$ cat config.mk
export PLATFORM = sky130hd
export DESIGN_NAME = dpc_top
export DESIGN_NICKNAME = d
export VERILOG_FILES = /design/src/include/dpc_pkg.sv /design/src/include/dpc_div_if.sv /design/src/dpc_ratio_div.sv /design/src/dpc_top.sv
export VERILOG_INCLUDE_DIRS = /design/src /design/src/include
export SDC_FILE = /design/constraint.sdc
export NUM_CORES = 1
export LEC_CHECK = 0
export ABC_AREA = 1
export BUFFER_PORTS_ARGS = -buffer_cell sky130_fd_sc_hd__buf_4
export CORE_MARGIN = 2
export CORE_UTILIZATION = 50
export DETAILED_ROUTE_END_ITERATION = 10
export GPL_ROUTABILITY_DRIVEN = 0
export PLACE_DENSITY = 0.68
export SLEW_MARGIN = 15
export SYNTH_ARGS = -nofsm -noshare
export SYNTH_HDL_FRONTEND = slang
export SYNTH_SLANG_ARGS = --single-unit
$ cat constraint.sdc
create_clock -name clk_i -period 9.49 [get_ports clk_i]
set_input_delay 2.3725 -clock clk_i [delete_from_list [all_inputs] [get_ports clk_i]]
set_output_delay 2.3725 -clock clk_i [all_outputs]
set_load 0.005 [all_outputs]
$ cat src/include/dpc_defines.svh
/*
 * Named constants for the dual PLL clock serial control block: command
 * register map, serial frame layout and frame sync timing.
 * Assumes a single 25 MHz system clock.
 */
`ifndef DPC_DEFINES_SVH
`define DPC_DEFINES_SVH

// Serial frame layout: read/write flag, register address, data byte
`define DPC_ADDR_W 3
`define DPC_DATA_W 8
`define DPC_NUM_REGS 8
`define DPC_CNT_W 4
`define DPC_CMD_LAST 4'h3
`define DPC_DATA_LAST 4'h7
`define DPC_DATA_BITS 4'h8
`define DPC_RW_READ 1'b1

// Command register indices
`define DPC_REG_MODE 3'h0
`define DPC_REG_RATIO_ONE 3'h1
`define DPC_REG_RATIO_TWO 3'h2
`define DPC_REG_LOCK_SEL 3'h3
`define DPC_REG_OUT_CTRL 3'h4
`define DPC_REG_RESET 8'h00

// Field positions
`define DPC_MODE_MSB 2
`define DPC_LOCK_SEL_MSB 1
`define DPC_OUT_ONE_EN_BIT 0

// Lock indicator sources
`define DPC_LOCK_BOTH 2'h0
`define DPC_LOCK_ONE 2'h1
`define DPC_LOCK_TWO 2'h2

// Frame sync timing, half periods rounded down
`define DPC_CLK_HZ 25000000
`define DPC_SYNC_SLOW_HZ 8000
`define DPC_SYNC_FAST_HZ 64000
`define DPC_SYNC_CNT_W 12
`define DPC_SYNC_HALF_SLOW ((`DPC_CLK_HZ) / (2 * `DPC_SYNC_SLOW_HZ))
`define DPC_SYNC_HALF_FAST ((`DPC_CLK_HZ) / (2 * `DPC_SYNC_FAST_HZ))

// Reference divider
`define DPC_RATIO_W 8

`endif

$ cat src/include/dpc_pkg.sv
/*
 * Types and decode helpers shared by the clock control block.
 * Assumes dpc_defines.svh is reachable by include path.
 */
`include "dpc_defines.svh"

package dpc_pkg;

	// The six operating modes, codes 6 and 7 are illegal
	typedef enum logic [`DPC_MODE_MSB:0] {
		DPC_FWD_MASTER,
		DPC_REV_MASTER,
		DPC_FRAC_REV_MASTER,
		DPC_E1T1_FWD_MASTER,
		DPC_HS_REVERSE,
		DPC_SLAVE
	} dpc_mode_t;

	// Serial port sequencer
	typedef enum logic [1:0] {
		DPC_SP_CMD,
		DPC_SP_WDATA,
		DPC_SP_RDATA,
		DPC_SP_DONE
	} dpc_sp_state_t;

	// Strap low forces slave; illegal codes fall back to forward master
	function automatic dpc_mode_t dpc_mode_decode(input logic [`DPC_MODE_MSB:0] code,
			input logic master);
		dpc_mode_t m;
		m = DPC_FWD_MASTER;
		if (!master) begin
			m = DPC_SLAVE;
		end else if (code <= DPC_SLAVE) begin
			m = dpc_mode_t'(code);
		end
		return m;
	endfunction : dpc_mode_decode

endpackage : dpc_pkg

$ cat src/include/dpc_div_if.sv
/*
 * Carrier between the control logic and one reference divider.
 * Assumes both ends share the system clock.
 */
`timescale 1ns/100ps
`include "dpc_defines.svh"

interface dpc_div_if;
	logic ref_rise;
	logic [`DPC_RATIO_W-1:0] ratio;
	logic clk_out;

	modport ctrl (output ref_rise, output ratio, input clk_out);
	modport div (input ref_rise, input ratio, output clk_out);
endinterface : dpc_div_if

$ cat src/dpc_ratio_div.sv
/*
 * Divides the sampled reference by a programmable ratio to form one
 * synthesized clock. Assumes ref_rise is a one-cycle strobe per reference edge.
 */
`timescale 1ns/100ps
`include "dpc_defines.svh"

module dpc_ratio_div
	import dpc_pkg::*;
(
	input wire logic clk_i,
	input wire logic rst_i,
	dpc_div_if.div div_bus
);

	logic [`DPC_RATIO_W-1:0] cnt_r;
	logic out_r;

	// Output toggles every ratio+1 reference edges, so it follows the reference
	always_ff @(posedge clk_i or posedge rst_i) begin
		if (rst_i) begin
			cnt_r <= '0;
			out_r <= 1'b0;
		end else if (div_bus.ref_rise) begin
			if (cnt_r >= div_bus.ratio) begin
				cnt_r <= '0;
				out_r <= ~out_r;
			end else begin
				cnt_r <= cnt_r + 1'b1;
			end
		end
	end

	assign div_bus.clk_out = out_r;
endmodule : dpc_ratio_div

$ cat src/dpc_top.sv
/*
 * Serial control port, command registers, mode select, frame sync and
 * output gating of a dual PLL clock synthesizer.
 * Assumes all pins are synchronous to clk_i; analog PLLs sit outside.
 */
// What this block does
// - Reads shift addressed register out serially
// - Read data changes only at shift falling edges
// - Output released after read data completes
// - Frame sync 8 kHz outside high-speed reverse
// - Frame sync 64 kHz in high-speed reverse
// - First output driven only when enable bit set
// - Ratio selects come from serial writes
// - Exactly one of six operating modes
// - Both synthesized outputs derive from reference
// - Serial input sampled at shift rising edge
// - Strap high takes mode from register (code 5 is slave), strap low forces slave
// - Lock high only while chosen PLLs lock
`timescale 1ns/100ps
`include "dpc_defines.svh"

module dpc_top
	import dpc_pkg::*;
(
	input wire logic clk_i,
	input wire logic rst_i,
	input wire logic select_low_n_i,
	input wire logic shift_clk_i,
	input wire logic serial_in_i,
	output logic serial_out_o,
	output logic serial_out_oe_o,
	input wire logic master_slave_i,
	input wire logic reference_input_i,
	input wire logic [1:0] pll_lock_i,
	output logic synth_one_o,
	output logic synth_one_oe_o,
	output logic synth_two_o,
	output logic frame_sync_o,
	output logic lock_o,
	output logic [`DPC_MODE_MSB:0] mode_o,
	output logic [`DPC_RATIO_W-1:0] ratio_one_o,
	output logic [`DPC_RATIO_W-1:0] ratio_two_o
);

	localparam logic [`DPC_SYNC_CNT_W-1:0] SYNC_HALF_SLOW =
		`DPC_SYNC_CNT_W'(`DPC_SYNC_HALF_SLOW);
	localparam logic [`DPC_SYNC_CNT_W-1:0] SYNC_HALF_FAST =
		`DPC_SYNC_CNT_W'(`DPC_SYNC_HALF_FAST);

	dpc_sp_state_t st_r;
	logic [`DPC_CNT_W-1:0] cnt_r;
	logic [`DPC_DATA_W-1:0] shreg_r;
	logic [`DPC_ADDR_W-1:0] addr_r;
	logic [`DPC_DATA_W-1:0] regs_r [`DPC_NUM_REGS];
	logic sclk_q_r;
	logic ref_q_r;
	logic serial_out_r;
	logic serial_oe_r;
	logic one_oe_r;
	logic lock_r;
	dpc_mode_t mode_r;
	logic [`DPC_SYNC_CNT_W-1:0] fs_cnt_r;
	logic fs_r;
	logic sclk_rise;
	logic sclk_fall;
	logic cmd_end;
	logic [`DPC_ADDR_W-1:0] cmd_addr;
	logic [`DPC_DATA_W-1:0] rd_word;
	logic wr_en;
	logic [`DPC_DATA_W-1:0] wr_data;
	logic [`DPC_SYNC_CNT_W-1:0] fs_half;

	dpc_div_if div_one ();
	dpc_div_if div_two ();

	// Edge detection; select high masks the port entirely
	always_ff @(posedge clk_i or posedge rst_i) begin
		if (rst_i) begin
			sclk_q_r <= 1'b0;
			ref_q_r <= 1'b0;
		end else begin
			sclk_q_r <= shift_clk_i;
			ref_q_r <= reference_input_i;
		end
	end

	assign sclk_rise = !select_low_n_i && shift_clk_i && !sclk_q_r;
	assign sclk_fall = !select_low_n_i && !shift_clk_i && sclk_q_r;

	// Decode of the frame header and the write strobe
	assign cmd_end = (st_r == DPC_SP_CMD) && sclk_rise && (cnt_r == `DPC_CMD_LAST);
	assign cmd_addr = {shreg_r[1:0], serial_in_i};
	assign rd_word = regs_r[cmd_addr];
	assign wr_data = {shreg_r[`DPC_DATA_W-2:0], serial_in_i};
	assign wr_en = (st_r == DPC_SP_WDATA) && sclk_rise && (cnt_r == `DPC_DATA_LAST);

	// Serial sequencer: flag and address, then data in or out
	always_ff @(posedge clk_i or posedge rst_i) begin
		if (rst_i) begin
			st_r <= DPC_SP_CMD;
			cnt_r <= '0;
			shreg_r <= '0;
			addr_r <= '0;
		end else if (select_low_n_i) begin
			st_r <= DPC_SP_CMD;
			cnt_r <= '0;
		end else begin
			unique case (st_r)
				DPC_SP_CMD: begin
					if (cmd_end) begin
						addr_r <= cmd_addr;
						cnt_r <= '0;
						if (shreg_r[2] == `DPC_RW_READ) begin
							shreg_r <= rd_word;
							st_r <= DPC_SP_RDATA;
						end else begin
							st_r <= DPC_SP_WDATA;
						end
					end else if (sclk_rise) begin
						shreg_r <= wr_data;
						cnt_r <= cnt_r + 1'b1;
					end
				end
				DPC_SP_WDATA: begin
					if (sclk_rise) begin
						shreg_r <= wr_data;
						cnt_r <= cnt_r + 1'b1;
						if (cnt_r == `DPC_DATA_LAST) begin
							st_r <= DPC_SP_DONE;
						end
					end
				end
				DPC_SP_RDATA: begin
					if (sclk_fall) begin
						shreg_r <= {shreg_r[`DPC_DATA_W-2:0], 1'b0};
						cnt_r <= cnt_r + 1'b1;
						if (cnt_r == `DPC_DATA_BITS) begin
							st_r <= DPC_SP_DONE;
						end
					end
				end
				DPC_SP_DONE: begin
					// Extra clocks ignored until select is released
				end
			endcase
		end
	end

	// Read data driver: bits leave MSB first, one per falling edge
	always_ff @(posedge clk_i or posedge rst_i) begin
		if (rst_i) begin
			serial_out_r <= 1'b0;
			serial_oe_r <= 1'b0;
		end else if (select_low_n_i) begin
			serial_oe_r <= 1'b0;
		end else if ((st_r == DPC_SP_RDATA) && sclk_fall) begin
			if (cnt_r < `DPC_DATA_BITS) begin
				serial_out_r <= shreg_r[`DPC_DATA_W-1];
				serial_oe_r <= 1'b1;
			end else begin
				serial_oe_r <= 1'b0;
			end
		end
	end

	// Command registers, written only by a complete frame
	always_ff @(posedge clk_i or posedge rst_i) begin
		if (rst_i) begin
			for (int i = 0; i < `DPC_NUM_REGS; i++) begin
				regs_r[i] <= `DPC_REG_RESET;
			end
		end else if (wr_en) begin
			regs_r[addr_r] <= wr_data;
		end
	end

	// Mode, output enable and lock source, all registered
	always_ff @(posedge clk_i or posedge rst_i) begin
		if (rst_i) begin
			mode_r <= DPC_FWD_MASTER;
			one_oe_r <= 1'b0;
			lock_r <= 1'b0;
		end else begin
			mode_r <= dpc_mode_decode(regs_r[`DPC_REG_MODE][`DPC_MODE_MSB:0],
				master_slave_i);
			one_oe_r <= regs_r[`DPC_REG_OUT_CTRL][`DPC_OUT_ONE_EN_BIT];
			unique case (regs_r[`DPC_REG_LOCK_SEL][`DPC_LOCK_SEL_MSB:0])
				`DPC_LOCK_ONE: lock_r <= pll_lock_i[0];
				`DPC_LOCK_TWO: lock_r <= pll_lock_i[1];
				default: lock_r <= &pll_lock_i;
			endcase
		end
	end

	// Frame sync from a system clock divider; rate follows the mode
	assign fs_half = (mode_r == DPC_HS_REVERSE) ? SYNC_HALF_FAST : SYNC_HALF_SLOW;

	always_ff @(posedge clk_i or posedge rst_i) begin
		if (rst_i) begin
			fs_cnt_r <= '0;
			fs_r <= 1'b0;
		end else if (fs_cnt_r >= fs_half - 1'b1) begin
			fs_cnt_r <= '0;
			fs_r <= ~fs_r;
		end else begin
			fs_cnt_r <= fs_cnt_r + 1'b1;
		end
	end

	// Both synthesized clocks come from the reference via ratio dividers
	assign div_one.ref_rise = reference_input_i && !ref_q_r;
	assign div_two.ref_rise = reference_input_i && !ref_q_r;
	assign div_one.ratio = regs_r[`DPC_REG_RATIO_ONE];
	assign div_two.ratio = regs_r[`DPC_REG_RATIO_TWO];

	dpc_ratio_div u_div_one (
		.clk_i(clk_i),
		.rst_i(rst_i),
		.div_bus(div_one)
	);

	dpc_ratio_div u_div_two (
		.clk_i(clk_i),
		.rst_i(rst_i),
		.div_bus(div_two)
	);

	assign serial_out_o = serial_out_r;
	assign serial_out_oe_o = serial_oe_r;
	assign synth_one_o = div_one.clk_out;
	assign synth_one_oe_o = one_oe_r;
	assign synth_two_o = div_two.clk_out;
	assign frame_sync_o = fs_r;
	assign lock_o = lock_r;
	assign mode_o = mode_r;
	assign ratio_one_o = regs_r[`DPC_REG_RATIO_ONE];
	assign ratio_two_o = regs_r[`DPC_REG_RATIO_TWO];
endmodule : dpc_top

======== After elaboration in Yosys (flattened, before gate mapping) ========
Cells that the tools add are included.
storage, ports and cells
  flip-flop bits (word level) ............. 121
  output and inout port bits .............. 26
  word-level logic and storage cells ...... 122
cells by class
  $add $sub $neg .......................... 5
  magnitude comparators ................... 8
  eq/ne operators ......................... 15
  mux-type cells .......................... 34
  bitwise operators ....................... 6
  reduce and logical (&&, ||, !) cells .... 28
operators with widths
  operator                 number
  $mux W8                  9
  $bwmux W64               1
  $bmux W8 S3              1
  $demux W8 S3             1
  $pmux W8 S3              1
  $add A8 B1 Y8 const B    2
  $ge A8 B8 Y1             2
  $mux W4                  4
  $ne A3 B3 Y1 const B     5
  $mux W2                  7
  $add A12 B1 Y12 const B  1
  $ge A12 B12 Y1           1
  $mux W12                 1
  $pmux W4 S3              1
  $sub A11 B1 Y12 const B  1
  $logic_and A1 B1 Y1      11
  $mux W11                 1
  $reduce_and A3 Y1        3
  $ge A4 B4 Y1 const B     2
  $not A3 Y4               2
  $reduce_and A2 Y1        4
  $mux W3                  2
  $pmux W2 S3              1
  $reduce_and A6 Y1        1
  other kinds (21)         31

======== Logic depth before layout (Yosys ltp) ========
  depth after elaboration ................. 8
  gate-level depth with buffers ........... 11
  gate-level depth less buffers ........... 11

======== Modules after synthesis ========
From an unflattened synthesis, not the netlist that was laid out.
second synthesis, totals
  cell total of the unflattened synthesis .. 910
  area, all modules ....................... 7085.5 um^2
by module, submodules not included
  module         times used  cells each  area an instance (um^2)  sequential area each (um^2)
  dpc_top        1           714         5646.7                   2577.5
  dpc_ratio_div  2           98          719.4                    225.2

======== Worst setup path before layout ========
Ideal clock, no wire load.
  kind .................................... input port to flip-flop
  start ................................... in select_low_n_i
  end ..................................... reg cnt_r[2]
  library setup time ...................... 127 ps
  data arrival time ....................... 3323 ps
  setup slack ............................. 6040 ps
  stages .................................. 10
  buffers on the path ..................... 2
  cell sequence ........................... inv_2 > nand2_2 > nor2_4 > nand3_2 > buf_6 > buf_2 > nand2_1 > nand2_1 > nand3_1 > o21ai_0
between the ends
  word-level cells in the longest chain between the ends .. 8
  elaborated cells between the ends (all ways) .. 14
  classes of those cells .................. eq/ne (1); mux (4); reduce/logical (9)
ends and longest elaborated chain
  item                               line                          RTL
  start: declaration                 dpc_top.sv:27                 input wire logic select_low_n_i,
  $logic_not A1 Y1                   dpc_top.sv:87, dpc_top.sv:88
  $logic_and A1 B1 Y1 (2 in series)  dpc_top.sv:87                 assign sclk_rise = !select_low_n_i && shift_clk_i && !sclk_q_r;
  $logic_and A1 B1 Y1 (2 in series)  dpc_top.sv:91                 assign cmd_end = (st_r == DPC_SP_CMD) && sclk_rise && (cnt_r == `DPC_CMD_LAST);
  $mux W4                            dpc_top.sv:110                if (cmd_end) begin
  $pmux W4 S3                        dpc_top.sv:108                unique case (st_r)
  $mux W4                            dpc_top.sv:104                end else if (select_low_n_i) begin
  end signal: assignment             dpc_top.sv:121                cnt_r <= cnt_r + 1'b1;
  end signal: assignment             dpc_top.sv:127                cnt_r <= cnt_r + 1'b1;
  end signal: assignment             dpc_top.sv:136                cnt_r <= cnt_r + 1'b1;
  end: declaration                   dpc_top.sv:51                 logic [`DPC_CNT_W-1:0] cnt_r;
Several ways; a longest one is shown, not always the timed one.
A chain may end at the register's enable or synchronous reset.

======== Worst setup path after layout ========
  start ................................... in select_low_n_i
  end ..................................... reg shreg_r[6]
between the ends
  word-level cells in the longest chain between the ends .. 7
  elaborated cells between the ends (all ways) .. 14
  classes of those cells .................. eq/ne (2); mux (3); bitwise (1); reduce/logical (8)
ends and longest elaborated chain
  item                                                        line                          RTL
  $logic_not A1 Y1                                            dpc_top.sv:87, dpc_top.sv:88
  $logic_and A1 B1 Y1 (2 in series)                           dpc_top.sv:87
  $logic_and A1 B1 Y1 (2 in series)                           dpc_top.sv:91
  $ne A3 B3 Y1 (no line) or $mux W8 (tied branches)           -
  $reduce_and A4 Y1 (no line) or $pmux W8 S3 (tied branches)  -
  end signal: assignment                                      dpc_top.sv:114                shreg_r <= rd_word;
  end signal: assignment                                      dpc_top.sv:120                shreg_r <= wr_data;
  end signal: assignment                                      dpc_top.sv:126                shreg_r <= wr_data;
  end: declaration                                            dpc_top.sv:52                 logic [`DPC_DATA_W-1:0] shreg_r;
Several ways; a longest one is shown, not always the timed one.

==> metrics.yaml <==
holdCritPathClass: "reg -> reg"
grt_overflow: 0
finalClockSkew_ns: 0.008600
grt_start_max_net_pins: 62
ys_top_cells_by_area: "dfrtp_1, nand2_1, ha_1"
die_x_um: 121.9
power_density_nw_per_um2: 215.9
p_sw_mw: 0.5563
multi_input_area_um2: 3283
die_y_um: 121.9
tns_ns: 0
max_freq_mhz: 255.3
dp_hpwl_um: 10290
yosysSeqAreaShare_pct: 43.57
yosysTopAreaCellShare_pct: 43.57
p_clk_share_pct: 40.2
synth_common_cells: "nand2_1, dfrtp_1, inv_1"
start_kind: "primary input"
diodes: 0
final_core_util_pct: 56.32
cts-root-buf: "clkbuf_16"
dieArea_um2: 14860
max_cap_viol_count: 0
worst_slack_ns: 5.574
cts_post_setup_buffers_inserted: 0
yosysWarningCount: 0
seqCellArea_um2: 3028
viasPerCell: 5.193
pwr-share-seq_pct: 36.5
syn_inst: 906
drcViolationCount: 0
hold_buffers: 0
cts_inserted_buffers: 17
routedWlPerCell_um: 14.09
tightest_slew_ns: 0.9078
crit_type: "in -> reg"
layout.nets: 952
core_um2: 13720
layout-drive-gt1-share_pct: 10.49
hold_viol: 0
power_frac_comb_pct: 23.3
dpl.cell_count: 1074
place_area_um2: 7124
status: "finished, final reports clean"
cp_max_fo: 20
crit_path_end_kind: "flip-flop"
cts_tree: "built"
post-place-ws_ns: 5.135
fp-row-count: 43
cts-resized-gates: 0
cp.required_ns: 9.80
synth-seq-cells: 121
crit_arrival_ns: 4.22
path_clk_slew_ns: 0.06
synth_top_cell_by_area: "dfrtp_1"
drt-initial-drc-count: 516
wirelength_um: 15570
clk_latency_ns: 0.42
fin_crit_sh_pct: 41.27
final_area_um2: 7726
post-route-min-period_ns: 3.916
synth_edf_count: 0
syn_to_final_growth_pct: 11.18
fill_cells: 1291
synth_area_um2: 6949
io_pins: 35
cts_buffer_depth: 2
grt_pass1_wl_um: 26170
rsz0062_at_grt: "false"
io_buffers: 34
grt.total_usage_pct: 22.65
drv_slew: 0
intPower_mw: 1.112
htreeDepth: 4
power_leakage_nw: 3.736
start_util_pct: 50.65
fin_cells: 1105
synth_cell_type_count: 38
synth-main-ff-cell: "dfrtp_1"
post-synth-top-count-cell: "nand2_1"
grt_pass1_vias: 5308
antenna_found_initial: 0
maxSlewHeadroom_pct: 39.25
synth_area_per_cell_um2: 7.670
firstDrtPassIters: 6
final_antenna_net_count: 0
peakVddDrop_v: 0.0001607
synthArstFlopShare_pct: 100.0
via_count: 5738
setup_viol: 0
synth_nets: 945
swShare_pct: 33.35
clock-sinks: 121
==> through the flow <==
| stage | power, mW | hold slack, ns |
|---|---|---|
| floorplan | 0.8905 | 0.3744 |
| global placement | 1.002 | 0.3954 |
| detailed placement | 1.001 | 0.3880 |
| CTS | 1.675 | 0.4129 |
| global route | 1.766 | 0.4169 |
| finish | 1.668 | 0.4084 |
==> path summary, 6_finish.rpt <==
check                           cells past startpoint  slack [ns]      startpoint             end
worst min register to register                      0        0.41      regs_r[24]  synth_one_oe_o
worst min-delay path                                0        0.41      regs_r[24]  synth_one_oe_o
min in group asynchronous                           2        2.10           rst_i  ratio_two_o[1]
max in group asynchronous                           3        6.13           rst_i       regs_r[6]
worst max-delay path                                9        5.57  select_low_n_i      shreg_r[6]
worst max register to register                      8        7.05      shreg_r[0]      shreg_r[7]
==> worst max-delay path, cell delays in order <==
cell,delay (ns)
buf_4,0.13
inv_2,0.10
nand2_2,0.07
nor2_4,0.18
nand3_2,0.44
o21ai_2,0.50
inv_1,0.23
nor2_1,0.15
a21oi_1,0.05
==> routing by layer <==
layer / GRT usage (%) / vias up / share of wire (%)
met1: 32.07 / 2668 / 49
met5: 0 / - / 0
met4: 7.974 / 0 / 1.7
met2: 34.18 / 136 / 45
li1: - / 2915 / -
met3: 5.243 / 19 / 4.4
==> cell usage in the layout (no fill, tap or decap), types with 16 or more instances in the layout <==
cell type and n:
ha_1 30, xor2_1 16, nand3_1 68, inv_1 81
o21ai_1 53, buf_4 36, dfrtp_1 121, o21ai_0 34
nor2_1 76, nand2_1 291, a21oi_1 20, clkbuf_16 17
==> cells by family (layout without fill, tap and decap cells) <==
kind of cell / after synthesis / after routing / share of synthesized area [%]
other: 1 / 1 / 0.05396
flip-flops: 121 / 121 / 43.57
XOR/XNOR: 19 / 19 / 2.395
buffers and inverters: 132 / 151 / 9.183
adder cells (fa/ha/maj): 30 / 30 / 5.402
AO/OA/AOI/OAI: 137 / 137 / 11.13
AND/OR/NAND/NOR: 466 / 466 / 28.27
==> sequential cells by signal (all words and copies together), names as in the netlist, 2 cells and up <==
| name | flops |
|---|---|
| regs_r | 48 |
| fs_cnt_r | 12 |
| ratio_one_o | 8 |
| ratio_two_o | 8 |
| shreg_r | 8 |
| u_div_one.cnt_r | 8 |
| u_div_two.cnt_r | 8 |
| cnt_r | 4 |
| addr_r | 3 |
| mode_o | 3 |
| st_r | 2 |
==> power by group through the flow <==
stage               Combinational [mW]  Clock (mW)  Sequential (mW)
floorplan                        0.303           0            0.588
global placement                 0.385           0            0.617
detailed placement               0.384           0            0.617
CTS                              0.388       0.678            0.609
global route                     0.443       0.706            0.617
finish                           0.389       0.670            0.609
==> layout make-up <==
class | instances | share of cell area [%]
flip-flops and latches | 121 | 39.19
repair buffers | 36 | 3.498
inverters | 84 | 4.113
well taps | 180 | 2.915
clock inverters | 9 | 1.911
multi-input cells | 653 | 42.49
clock buffers | 22 | 5.879
No activity file was read; power rests on OpenSTA's default activity.
